`src/core/rwd_consts.vh`:
```
// Constants for the runaway watchdog timer: offsets, fields, codes, times
`ifndef RWD_CONSTS_VH
`define RWD_CONSTS_VH

// ************************************************************
// Register indices (byte address is four times the index)
// ************************************************************
`define RWD_IDX_W          10
`define RWD_IDX_MODE       10'h05C
`define RWD_IDX_CMD        10'h05D
`define RWD_IDX_STATUS     10'h05E
`define RWD_IDX_AUX        10'h05F
`define RWD_ADDR_W         12

// ************************************************************
// Mode register fields
// ************************************************************
`define RWD_MODE_EN_BIT    7
`define RWD_MODE_DET_HI    6
`define RWD_MODE_DET_LO    5
`define RWD_MODE_WARM_BIT  4
`define RWD_MODE_STBY_HI   3
`define RWD_MODE_STBY_LO   2
`define RWD_MODE_LINK_BIT  1
`define RWD_MODE_DRV_BIT   0
`define RWD_MODE_RESET     8'h80

// ************************************************************
// Standby mode codes
// ************************************************************
`define RWD_STBY_RUN       2'h0
`define RWD_STBY_STOP      2'h1
`define RWD_STBY_IDLE_OSC  2'h2
`define RWD_STBY_IDLE_CORE 2'h3

// ************************************************************
// Command codes
// ************************************************************
`define RWD_CMD_DISABLE    8'hB1
`define RWD_CMD_CLEAR      8'h4E

// ************************************************************
// Counter taps as powers of two of the system clock
// ************************************************************
`define RWD_CNT_W          22
`define RWD_DET_EXP0       15
`define RWD_DET_EXP1       17
`define RWD_DET_EXP2       19
`define RWD_DET_EXP3       21
`define RWD_WARM_EXP_SHORT 14
`define RWD_WARM_EXP_LONG  16
`define RWD_WARM_EXP_FAST  7

// ************************************************************
// Timing
// ************************************************************
`define RWD_CLK_NS         50
`define RWD_RST_LOW_NS     12800
`define RWD_RST_CYC ((`RWD_RST_LOW_NS + `RWD_CLK_NS - 1) / `RWD_CLK_NS)

`endif

```
`src/core/rwd_tap_counter.v`:
```
// Binary up-counter with a selectable power-of-two terminal tap
`timescale 1ns/1ns
module rwd_tap_counter #(
  parameter CNT_W = 22
) (
  input  wire             pclk,
  input  wire             presetn,
  input  wire             ce,
  input  wire             clr,
  input  wire             run,
  input  wire [4:0]       tap_exp,
  output wire             hit,
  output wire [CNT_W-1:0] count
);

  reg  [CNT_W-1:0] count_r;
  reg  [CNT_W-1:0] count_nxt;
  wire [CNT_W-1:0] one;
  wire [CNT_W-1:0] tap_last;

  assign one      = {{(CNT_W-1){1'b0}}, 1'b1};
  assign tap_last = (one << tap_exp) - one;
  // Pulse on the last count before the selected bit would rise
  assign hit      = run & ~clr & (count_r == tap_last);
  assign count    = count_r;

  // Clear wins over counting so a fresh full period follows it
  always @* begin
    count_nxt = count_r;
    if (clr) begin
      count_nxt = {CNT_W{1'b0}};
    end else if (run) begin
      count_nxt = count_r + one;
    end
  end

  always @(posedge pclk or negedge presetn) begin
    if (!presetn) begin
      count_r <= {CNT_W{1'b0}};
    end else if (ce) begin
      count_r <= count_nxt;
    end
  end

endmodule

```
`src/core/rwd_watchdog.v`:
```
// Runaway watchdog timer with warm-up timer and APB register slave
//
// What this block does
// - Mode bit routes watchdog overflow onto the chip reset.
// - Reset-link bit clears to zero on reset.
// - Disable code stops watchdog only after enable bit was cleared.
// - Setting the enable bit re-enables the watchdog directly.
// - Clear code zeroes the counter; counting resumes at once.
// - Detection field selects 2^15, 2^17, 2^19 or 2^21 clocks.
// - Elapsed detection time raises interrupt and drives output low.
// - Interrupt comes from counter overflow without a timely clear.
// - Watchdog counts from reset release without software action.
// - Counter halts in oscillator-only standby and in stop.
// - Counter keeps running in run standby.
// - Counter keeps running while the bus is released.
// - In core-and-converter standby counter runs, interrupt suppressed.
// - Two-bit standby field: run, stop, oscillator-only, core standby.
// - Warm-up bit picks short or four-times tap; fast bit shortest.
// - Output pin stays low until clear code after a disable.
// - With reset link, output pulses low briefly, then self-resets.
// - Enable bit initialises to one on reset.
// - Detection field initialises to 00 on reset.
`timescale 1ns/1ns
`include "rwd_consts.vh"
module rwd_watchdog #(
  parameter DET_EXP0   = `RWD_DET_EXP0,
  parameter DET_EXP1   = `RWD_DET_EXP1,
  parameter DET_EXP2   = `RWD_DET_EXP2,
  parameter DET_EXP3   = `RWD_DET_EXP3,
  parameter WARM_SHORT = `RWD_WARM_EXP_SHORT,
  parameter WARM_LONG  = `RWD_WARM_EXP_LONG,
  parameter WARM_FAST  = `RWD_WARM_EXP_FAST
) (
  input  wire                   pclk,
  input  wire                   presetn,
  input  wire                   ce,
  input  wire                   psel,
  input  wire                   penable,
  input  wire                   pwrite,
  input  wire [`RWD_ADDR_W-1:0] paddr,
  input  wire [31:0]            pwdata,
  output wire [31:0]            prdata,
  output wire                   pready,
  output wire                   pslverr,
  input  wire                   halt_active,
  input  wire                   warmup_start,
  output wire                   watchdog_overflow_irq,
  output wire                   watchdog_output_pin_n,
  output wire                   chip_reset_req,
  output wire                   warmup_busy,
  output wire                   warmup_done,
  output wire [1:0]             standby_mode_select,
  output wire                   pin_drive_in_stop
);

  // ************************************************************
  // Register select decoding
  // ************************************************************
  localparam SEL_NONE   = 3'd0;
  localparam SEL_MODE   = 3'd1;
  localparam SEL_CMD    = 3'd2;
  localparam SEL_STATUS = 3'd3;
  localparam SEL_AUX    = 3'd4;
  localparam integer RST_LAST_I = `RWD_RST_CYC - 1;
  localparam [9:0]   RST_LAST   = RST_LAST_I[9:0];

  function [2:0] reg_sel;
    input [`RWD_ADDR_W-1:0] addr;
    begin
      reg_sel = SEL_NONE;
      if (addr[1:0] == 2'h0) begin
        case (addr[`RWD_ADDR_W-1:2])
          `RWD_IDX_MODE:   reg_sel = SEL_MODE;
          `RWD_IDX_CMD:    reg_sel = SEL_CMD;
          `RWD_IDX_STATUS: reg_sel = SEL_STATUS;
          `RWD_IDX_AUX:    reg_sel = SEL_AUX;
          default:         reg_sel = SEL_NONE;
        endcase
      end
    end
  endfunction

  function [4:0] det_exp;
    input [1:0] code;
    begin
      case (code)
        2'h0:    det_exp = DET_EXP0[4:0];
        2'h1:    det_exp = DET_EXP1[4:0];
        2'h2:    det_exp = DET_EXP2[4:0];
        default: det_exp = DET_EXP3[4:0];
      endcase
    end
  endfunction

  // ************************************************************
  // State
  // ************************************************************
  reg  [7:0]  mode_r;
  reg  [7:0]  mode_nxt;
  reg         aux_fast_r;
  reg         aux_fast_nxt;
  reg         active_r;
  reg         active_nxt;
  reg         pin_low_r;
  reg         pin_low_nxt;
  reg         irq_r;
  reg         irq_nxt;
  reg         rst_pulse_r;
  reg         rst_pulse_nxt;
  reg  [9:0]  rst_cnt_r;
  reg  [9:0]  rst_cnt_nxt;
  reg         warm_busy_r;
  reg         warm_busy_nxt;
  reg         warm_done_r;
  reg         warm_done_nxt;
  reg  [31:0] rdata_r;
  reg  [31:0] rdata_nxt;

  wire [2:0]  sel;
  wire        setup_ph;
  wire        wr_acc;
  wire        wr_mode;
  wire        wr_cmd;
  wire        wr_aux;
  wire        cmd_clear;
  wire        cmd_disable;
  wire        soft_rst;
  wire        stby_halts;
  wire        stby_quiet;
  wire        wd_run;
  wire        wd_clr;
  wire        wd_hit;
  wire        overflow;
  wire [4:0]  warm_exp;
  wire        warm_hit;

  // ************************************************************
  // APB slave
  // ************************************************************
  // Zero wait states while enabled; a frozen block stalls the bus
  assign sel      = reg_sel(paddr);
  assign setup_ph = psel & ~penable;
  assign pready   = ce;
  assign pslverr  = psel & penable & (reg_sel(paddr) == SEL_NONE);
  assign wr_acc   = psel & penable & pwrite & ce;
  assign wr_mode  = wr_acc & (sel == SEL_MODE);
  assign wr_cmd   = wr_acc & (sel == SEL_CMD);
  assign wr_aux   = wr_acc & (sel == SEL_AUX);
  assign prdata   = rdata_r;

  // Read data is captured in the setup cycle so it leaves a flip-flop
  always @* begin
    rdata_nxt = rdata_r;
    if (setup_ph && !pwrite) begin
      case (sel)
        SEL_MODE:   rdata_nxt = {24'h000000, mode_r};
        SEL_STATUS: rdata_nxt = {27'h0000000, warm_busy_r, rst_pulse_r,
                                 pin_low_r, active_r, wd_run};
        SEL_AUX:    rdata_nxt = {31'h00000000, aux_fast_r};
        default:    rdata_nxt = 32'h00000000;
      endcase
    end
  end

  // ************************************************************
  // Command decode
  // ************************************************************
  assign cmd_clear   = wr_cmd & (pwdata[7:0] == `RWD_CMD_CLEAR);
  assign cmd_disable = wr_cmd & (pwdata[7:0] == `RWD_CMD_DISABLE);

  // ************************************************************
  // Watchdog counter
  // ************************************************************
  // Halt only counts when the halt is actually in progress
  assign stby_halts = halt_active &
                      ((mode_r[3:2] == `RWD_STBY_STOP) |
                       (mode_r[3:2] == `RWD_STBY_IDLE_OSC));
  assign stby_quiet = halt_active &
                      (mode_r[3:2] == `RWD_STBY_IDLE_CORE);
  // Run standby and bus release do not stop the count
  assign wd_run     = active_r & ~stby_halts & ~rst_pulse_r;
  assign wd_clr     = cmd_clear | soft_rst;
  assign overflow   = wd_hit & ~stby_quiet;
  assign soft_rst   = rst_pulse_r & (rst_cnt_r == RST_LAST);

  rwd_tap_counter #(
    .CNT_W (`RWD_CNT_W)
  ) u_wd_cnt (
    .pclk    (pclk),
    .presetn (presetn),
    .ce      (ce),
    .clr     (wd_clr),
    .run     (wd_run),
    .tap_exp (det_exp(mode_r[6:5])),
    .hit     (wd_hit),
    .count   ()
  );

  // ************************************************************
  // Warm-up counter
  // ************************************************************
  // Fast select overrides the warm bit; it shares no taps here, so
  // the watchdog period is unaffected by it
  assign warm_exp = aux_fast_r ? WARM_FAST[4:0] :
                    (mode_r[`RWD_MODE_WARM_BIT] ? WARM_LONG[4:0] :
                                                  WARM_SHORT[4:0]);

  rwd_tap_counter #(
    .CNT_W (`RWD_CNT_W)
  ) u_warm_cnt (
    .pclk    (pclk),
    .presetn (presetn),
    .ce      (ce),
    .clr     (warmup_start | soft_rst),
    .run     (warm_busy_r),
    .tap_exp (warm_exp),
    .hit     (warm_hit),
    .count   ()
  );

  always @* begin
    warm_busy_nxt = warm_busy_r;
    warm_done_nxt = 1'b0;
    if (soft_rst) begin
      warm_busy_nxt = 1'b0;
    end else if (warmup_start) begin
      warm_busy_nxt = 1'b1;
    end else if (warm_hit) begin
      warm_busy_nxt = 1'b0;
      warm_done_nxt = 1'b1;
    end
  end

  // ************************************************************
  // Mode, enable and output control
  // ************************************************************
  always @* begin
    mode_nxt     = mode_r;
    aux_fast_nxt = aux_fast_r;
    active_nxt   = active_r;
    if (wr_mode) begin
      mode_nxt = pwdata[7:0];
      if (pwdata[`RWD_MODE_EN_BIT]) begin
        active_nxt = 1'b1;
      end
    end
    // Disable code counts only against the enable bit already stored
    if (cmd_disable && !mode_r[`RWD_MODE_EN_BIT]) begin
      active_nxt = 1'b0;
    end
    if (wr_aux) begin
      aux_fast_nxt = pwdata[0];
    end
    if (soft_rst) begin
      mode_nxt     = `RWD_MODE_RESET;
      aux_fast_nxt = 1'b0;
      active_nxt   = 1'b1;
    end
  end

  // Overflow sets the pin latch; a clear after a disable releases it.
  // A coinciding overflow wins over the release.
  always @* begin
    pin_low_nxt   = pin_low_r;
    irq_nxt       = 1'b0;
    rst_pulse_nxt = rst_pulse_r;
    rst_cnt_nxt   = rst_cnt_r;
    if (cmd_clear && !active_r) begin
      pin_low_nxt = 1'b0;
    end
    if (overflow) begin
      pin_low_nxt = 1'b1;
      irq_nxt     = 1'b1;
      if (mode_r[`RWD_MODE_LINK_BIT]) begin
        rst_pulse_nxt = 1'b1;
        rst_cnt_nxt   = 10'h000;
      end
    end
    if (rst_pulse_r) begin
      rst_cnt_nxt = rst_cnt_r + 10'h001;
      if (soft_rst) begin
        rst_pulse_nxt = 1'b0;
        pin_low_nxt   = 1'b0;
        rst_cnt_nxt   = 10'h000;
      end
    end
  end

  // ************************************************************
  // Registers
  // ************************************************************
  always @(posedge pclk or negedge presetn) begin
    if (!presetn) begin
      mode_r      <= `RWD_MODE_RESET;
      aux_fast_r  <= 1'b0;
      active_r    <= 1'b1;
      pin_low_r   <= 1'b0;
      irq_r       <= 1'b0;
      rst_pulse_r <= 1'b0;
      rst_cnt_r   <= 10'h000;
      warm_busy_r <= 1'b0;
      warm_done_r <= 1'b0;
      rdata_r     <= 32'h00000000;
    end else if (ce) begin
      mode_r      <= mode_nxt;
      aux_fast_r  <= aux_fast_nxt;
      active_r    <= active_nxt;
      pin_low_r   <= pin_low_nxt;
      irq_r       <= irq_nxt;
      rst_pulse_r <= rst_pulse_nxt;
      rst_cnt_r   <= rst_cnt_nxt;
      warm_busy_r <= warm_busy_nxt;
      warm_done_r <= warm_done_nxt;
      rdata_r     <= rdata_nxt;
    end
  end

  // ************************************************************
  // Outputs
  // ************************************************************
  assign watchdog_overflow_irq = irq_r;
  assign watchdog_output_pin_n = ~pin_low_r;
  assign chip_reset_req        = rst_pulse_r;
  assign warmup_busy           = warm_busy_r;
  assign warmup_done           = warm_done_r;
  assign standby_mode_select   = mode_r[3:2];
  assign pin_drive_in_stop     = mode_r[`RWD_MODE_DRV_BIT];

endmodule

```
`config.mk`:
```
export PLATFORM = sky130hd
export DESIGN_NAME = rwd_watchdog
export DESIGN_NICKNAME = d
export VERILOG_FILES = /design/src/core/rwd_tap_counter.v /design/src/core/rwd_watchdog.v
export VERILOG_INCLUDE_DIRS = /design/src /design/src/core
export SDC_FILE = /design/constraint.sdc
export NUM_CORES = 1
export LEC_CHECK = 0
export ABC_AREA = 1
export BUFFER_PORTS_ARGS = -buffer_cell sky130_fd_sc_hd__buf_2
export CELL_PAD_IN_SITES_DETAIL_PLACEMENT = 1
export CELL_PAD_IN_SITES_GLOBAL_PLACEMENT = 1
export CORE_MARGIN = 2
export CORE_UTILIZATION = 23
export CTS_CLUSTER_SIZE = 30
export DETAILED_ROUTE_END_ITERATION = 10
export GPL_ROUTABILITY_DRIVEN = 0
export PLACE_DENSITY = 0.49
export SETUP_SLACK_MARGIN = 0.2
export SYNTH_ARGS = -nofsm -noshare
export SYNTH_HDL_FRONTEND = slang
export SYNTH_SLANG_ARGS = --single-unit
```
`constraint.sdc`:
```
create_clock -name pclk -period 4 [get_ports pclk]
set_input_delay 0.2 -clock pclk [delete_from_list [all_inputs] [get_ports pclk]]
set_output_delay 0.2 -clock pclk [all_outputs]
set_load 0.03 [all_outputs]
```
== After elaboration in Yosys (flattened, before gate mapping) ==
Cells that the tools add are included.

* Bits in read-only memories: 0
* Memory bits (writable): 0
* Memories: 0
* Register bits: 101
* Logic and storage cells: 130
* Bits in latches: 0
* Input port bits: 52

* Magnitude comparators: 0
* Shift-type cells: 2
* $mul: 0
* Multiplexer cells: 37
* Equal/unequal tests: 18
* Reductions and logical operators: 26
* Add/subtract/negate cells: 5
* Divide/modulo/power cells: 0
* Bitwise operators: 30

{| class="wikitable"
|+ Operator list
! kind !! count
|-
| two-way mux 22 bit || 4
|-
| adder 22 x 1 -> 22 bit, second input constant || 2
|-
| equality test 22 bit || 2
|-
| << shifter 1 x 5 -> 22 bit, first input constant || 2
|-
| subtractor 22 x 1 -> 22 bit, second input constant || 2
|-
| equality test 10 x 7 -> 1 bit, second input constant || 4
|-
| two-way mux 10 bit || 4
|-
| case mux 8 bit (3 select lines) || 1
|-
| two-way mux 1 bit || 21
|-
| AND 1 bit || 20
|-
| two-way mux 8 bit || 2
|-
| case mux 5 bit (3 select lines) || 1
|-
| case mux 3 bit (4 select lines) || 1
|-
| AND reduction 2 bit || 6
|-
| nonzero test 2 bit || 6
|-
| adder 10 x 1 -> 10 bit, second input constant || 1
|-
| equality test 10 x 8 -> 1 bit, second input constant || 1
|-
| two-way mux 5 bit || 2
|-
| nonzero test 3 bit || 3
|-
| equality test 8 x 7 -> 1 bit, second input constant || 1
|-
| equality test 8 bit, second input constant || 1
|-
| NOT 1 bit || 7
|-
| equality test 2 bit, second input constant || 3
|-
| equality test 3 x 2 -> 1 bit, second input constant || 2
|-
| other kinds (10) || 19
|}

== Logic depth before layout (Yosys ltp) ==
* Depth in word-level cells: 14
* Gate-level depth with buffers: 13
* Depth with buffers taken out: 12

== By module ==
From an unflattened synthesis, not the netlist that was laid out.

* Cell total of the unflattened synthesis: 1007
* Area, all modules: 6710.2 µm²

{| class="wikitable"
|+ By module, submodules not included
! module !! sequential area each (µm²) !! area each (µm²) !! times used !! cells an instance
|-
| rwd_tap_counter || 550.5 || 2239.6 || 2 || 356
|-
| rwd_watchdog || 828.3 || 2230.9 || 1 || 295
|}

== Least setup slack after synthesis ==
No wires, ideal clock.

* Kind: register to register
* Start: register rst_pulse_r (netlist: chip_reset_req)
* End: register u_warm_cnt.count_r[8] (netlist: u_warm_cnt.count[8])
* Slack: 2.230 ns
* Period minus slack after synthesis: 1.770 ns
* Stages on the path, launching flop included: 11
* Arrival time: 1.644 ns
* Cells stage by stage: dfrtp_1 > inv_1 > nor3_2 > nand3_4 > nand2_4 > nand2_4 > nand2_4 > buf_6 > nand2_1 > o21ai_1 > a2bb2oi_1

* Cells in the longest elaborated chain, start to end: 4

{| class="wikitable"
|+ Ends and longest elaborated chain
! item !! RTL line !! text
|-
| from (decl) || rwd_watchdog.v:108 || <nowiki>reg rst_pulse_r;</nowiki>
|-
| from (signal assigned) || rwd_watchdog.v:310 || <nowiki>rst_pulse_r <= rst_pulse_nxt;</nowiki>
|-
| AND 1 bit (*) || rwd_watchdog.v:184 || <nowiki>assign soft_rst = rst_pulse_r & (rst_cnt_r == RST_LAST);</nowiki>
|-
| OR 1 bit (*) || rwd_watchdog.v:214 || <nowiki>.clr (warmup_start | soft_rst),</nowiki>
|-
| nonzero test 2 bit (no line) || -- ||
|-
| AND reduction 2 bit (no line) || -- ||
|-
| to (signal assigned) || rwd_tap_counter.v:39 || <nowiki>count_r <= {CNT_W{1'b0}};</nowiki>
|-
| to (signal assigned) || rwd_tap_counter.v:41 || <nowiki>count_r <= count_nxt;</nowiki>
|-
| to (decl) || rwd_tap_counter.v:16 || <nowiki>reg [CNT_W-1:0] count_r;</nowiki>
|}

Mark *: on every way between the ends. The rest lies on a longest branch, timed or not.
A chain may end at the register's enable or synchronous reset.

== Worst setup path after layout ==
* Start: register rst_pulse_r (netlist: chip_reset_req)
* End: register u_wd_cnt.count_r[19] (netlist: u_wd_cnt.count[19])

* Cells in the longest elaborated chain, start to end: 4

{| class="wikitable"
|+ Ends and longest elaborated chain
! item !! RTL line
|-
| AND 1 bit or NOT 1 bit (tied branches) || rwd_watchdog.v:184, rwd_watchdog.v:181
|-
| OR 1 bit or AND 1 bit (tied branches) || rwd_watchdog.v:182, rwd_watchdog.v:181
|-
| nonzero test 2 bit (no line) || --
|-
| AND reduction 2 bit (no line) || --
|-
| to (signal assigned) || rwd_tap_counter.v:39
|-
| to (signal assigned) || rwd_tap_counter.v:41
|-
| to (decl) || rwd_tap_counter.v:16
|}

Parallel ways exist; a longest one is shown, timed or not.

==> implementation parameters <==
Parameter                              Value

Finish
  Total Nets Final ... 796
  Area of all sequential standard cells ... 1930 µm²
  Commonest non-fill, non-tap cell in the layout ... sky130_fd_sc_hd__nand2_1
  Fraction of final layout cells sized beyond drive strength 1 ... 0.112
  Layout overhead on the synthesized area ... 14.4%
  Area of the multi-input gates ... 2550 µm²
  Antenna Cells ... 0
  Final core area utilization ... 0.270
  Most frequent cells in the layout ... sky130_fd_sc_hd__nand2_1, sky130_fd_sc_hd__inv_1, sky130_fd_sc_hd__nor2_1, sky130_fd_sc_hd__dfrtp_1, sky130_fd_sc_hd__nand3_1
  Filler instances ... 2654

Clocking
  Worst-path clk slew ... 70 ps
  Quantity of gates resized following cts ... 0
  Post-cts hold buffer count ... 1
  Clock sink count ... 77
  Number of buffers between clock root and the deepest sink ... 2
  Post-CTS Setup Repair Bufs ... 0
  # H-tree levels ... 3
  Clock buffers created by TritonCTS ... 9
  CTS Root Buffer Type ... sky130_fd_sc_hd__clkbuf_16
  Clock latency reported for the late side of the worst-skew pair ... 350 ps
  Clock tree from TritonCTS ... yes

STA
  Slew at the pin closest to its max-slew limit ... 715 ps
  Max-slew violations ... 0
  RSZ-0062 raised after global routing ... false
  Accumulated negative setup slack ... 0 ps
  Peak clock frequency supported by timing ... 394 MHz
  Headroom to the max-slew limit ... 0.520
  Layout Skew ... 7.63 ps
  Fin crit period ... 2540 ps
  Hold violation total from the final report ... 0
  Portion of the clock cycle consumed by the worst path in the final layout ... 0.635
  Setup-failing EPs final ... 0

Critical path
  Category of the most critical setup path ... reg2reg
  Setup slack of the most critical reg-to-reg path ... 1460 ps
  Element type at the critical path start ... flop
  Maximum fanout encountered on the critical timing path ... 20
  Arrival time worst endpoint ... 2760 ps
  CP Data Required Time ... 4220 ps
  Crit path top cell by count ... sky130_fd_sc_hd__inv_1
  Family of cells with the greatest summed delay on the critical path ... simple AND/OR/NAND/NOR gates
  Worst stage delay on the critical path ... 470 ps
  Endpoint kind of the worst setup timing path ... flop
  Cell with the biggest individual delay on the critical path ... sky130_fd_sc_hd__dfrtp_1
  Buffering stage count on the worst path with inverters included ... 4
  Cell breakdown of the critical path ... inv_1 > buf_4 > nand3_1 > nor2_1 > inv_1 > nand2_2 > inv_1 > nand2_1 > o21ai_1

Global route
  Initial antenna violation count ... 0
  Global-route wire length before repair ... 25600 µm
  Global routing met1 resource utilization ... 0.182
  Total GRT Usage ... 0.143
  Grt met3 use ... 0.0266
  GRT Residual Overflow ... 0
  Vias in the first global route ... 4908
  Met2 capacity usage during global routing ... 0.247
  Pin count of the biggest net entering global routing ... 45
  Most heavily used metal layer in global routing ... met2

Yosys
  Average instance area after synthesis ... 7.20 µm²
  Post-synthesis sequential area ratio ... 0.385
  Post-synthesis register bit count ... 77
  Largest cells by area after synthesis ... sky130_fd_sc_hd__dfrtp_1, sky130_fd_sc_hd__nand2_1, sky130_fd_sc_hd__inv_1, sky130_fd_sc_hd__nor2_1, sky130_fd_sc_hd__nand3_1
  Area share of the largest cell type after synthesis ... 0.375
  Number of different library cells in the post-synthesis netlist ... 42
  Yosys Warn Count ... 0
  Syn Std Cell Area ... 5010 µm²
  Cell type with the highest aggregate area in the netlist ... sky130_fd_sc_hd__dfrtp_1
  Mapped Cells ... 695

Route
  Final WL ... 15500 µm
  First-pass iteration count of the detailed router ... 4
  Initial drt markers ... 176
  Wire length per cell ... 15.3 µm
  Antenna Nets Post-Route ... 0
  DR vias ... 4597
  DR vias/cell ... 4.52
  Post-route DRC violation count ... 0

Worst hold path
  Min-delay worst type ... in2reg

Floorplanning
  Starting density of the core ... 0.236
  Top-Level Pins ... 94
  Site Rows ... 53
  Std-Cell Core Area ... 21200 µm²
  Full die area ... 23000 µm²
  Die outline height ... 152 µm
  Floorplan die width ... 152 µm

Pwr
  Peak supply drop ... 0.000190 V
  Leak pwr ... 0.00268 µW
  Cell Pwr Density ... 375 nW/µm²

Job
  Max_cap viols ... 0

Outcome
  Status ... complete, no violations

Place
  Half-perimeter wire length after detailed placement ... 11900 µm
  Port bufs ... 45
==> logic make-up after synthesis <==
family                     count (synthesis)  synth area share
AOI/OAI and AO/OA                         79            0.0927
xor gates and xnor gates                  27            0.0472
adders and majority gates                  6            0.0150
buffers and inverters                    127             0.122
DFF                                       77             0.385
other                                      1          0.000749
and+or+nand+nor                          378             0.337
==> per-stage QoR <==
step           instance area, µm²  instances  power (µW)  hold WS (ps)  setup slack [ps]
6_report                     5730       1018        2150           103              1460
3_5_place_dp                 5400       1001        1250           289              1370
3_3_place_gp                 5400       1001        1250           277              1420
5_1_grt                      5730       1018        2280           102              1190
2_1_floorplan                5090        718        1150         -95.6              2230
4_1_cts                      5730       1018        2190          95.1              1390
==> where the power goes <==
part           internal (µW)  switching (µW)  total [µW]
Clock                    548             366         914
Sequential               841            77.9         919
Combinational           94.3             223         317
==> layer usage <==
| layer | wire length [µm] | vias up |
|---|---|---|
| met1 | 7340 | 2243 |
| met3 | 393 | 14 |
| met4 | 218 | 0 |
| met2 | 7580 | 46 |
| met5 | 0 | - |
| li1 | - | 2294 |
==> synthesized netlist by cell type (all sizes together) <==
cell	n
nand3	57
clkinv	1
conb	1
inv	86
buf	37
o41ai	3
and3	1
clkbuf	3
dfrtp	75
ha	6
a22o	2
a32o	2
nor3b	1
nor2	79
o2111ai	1
nand2	190
o31ai	7
nand4	17
or4	1
a21oi	17
o21bai	1
dfstp	2
o21a	1
nor3	25
nor4	7
xor2	22
a2bb2oi	1
xnor2	5
o21ai	42
o22ai	2
==> final timing paths <==
| check | from | endpoint | cells after the start |
|---|---|---|---|
| max | chip_reset_req$_DFFE_PN0P_ | u_wd_cnt.count[19]$_DFFE_PN0P_ | 9 |
| min | warmup_start | warmup_busy$_DFFE_PN0P_ | 3 |
| max reg2reg | chip_reset_req$_DFFE_PN0P_ | u_wd_cnt.count[19]$_DFFE_PN0P_ | 9 |
| min reg2reg | prdata[4]$_DFFE_PN0P_ | prdata[4]$_DFFE_PN0P_ | 2 |
| max in group asynchronous | presetn | active_r$_DFFE_PN1P_ | 3 |
| min in group asynchronous | presetn | prdata[7]$_DFFE_PN0P_ | 2 |
==> sequential cells by signal, indices dropped and copies added, names as in the netlist <==
register,cells
u_wd_cnt.count,22
warmup_busy,1
u_warm_cnt.count,22
pin_low_r,1
prdata,8
watchdog_overflow_irq,1
aux_fast_r,1
mode_r,8
warmup_done,1
chip_reset_req,1
rst_cnt_r,10
active_r,1
==> final cells by class <==
type                       instances  area share
clock buffer                      10      0.0400
clock inverter                     6      0.0151
inverter                          87      0.0570
multi-input combinational        514       0.446
sequential                        77       0.337
tap                              275      0.0601
timing repair buffer              49      0.0454
==> worst min-delay path, cell delays in order <==
cell	delay, ps
sky130_fd_sc_hd__buf_2	110
sky130_fd_sc_hd__nand2_1	50
sky130_fd_sc_hd__nand2_1	60
No activity file was read; power rests on OpenSTA's default activity.
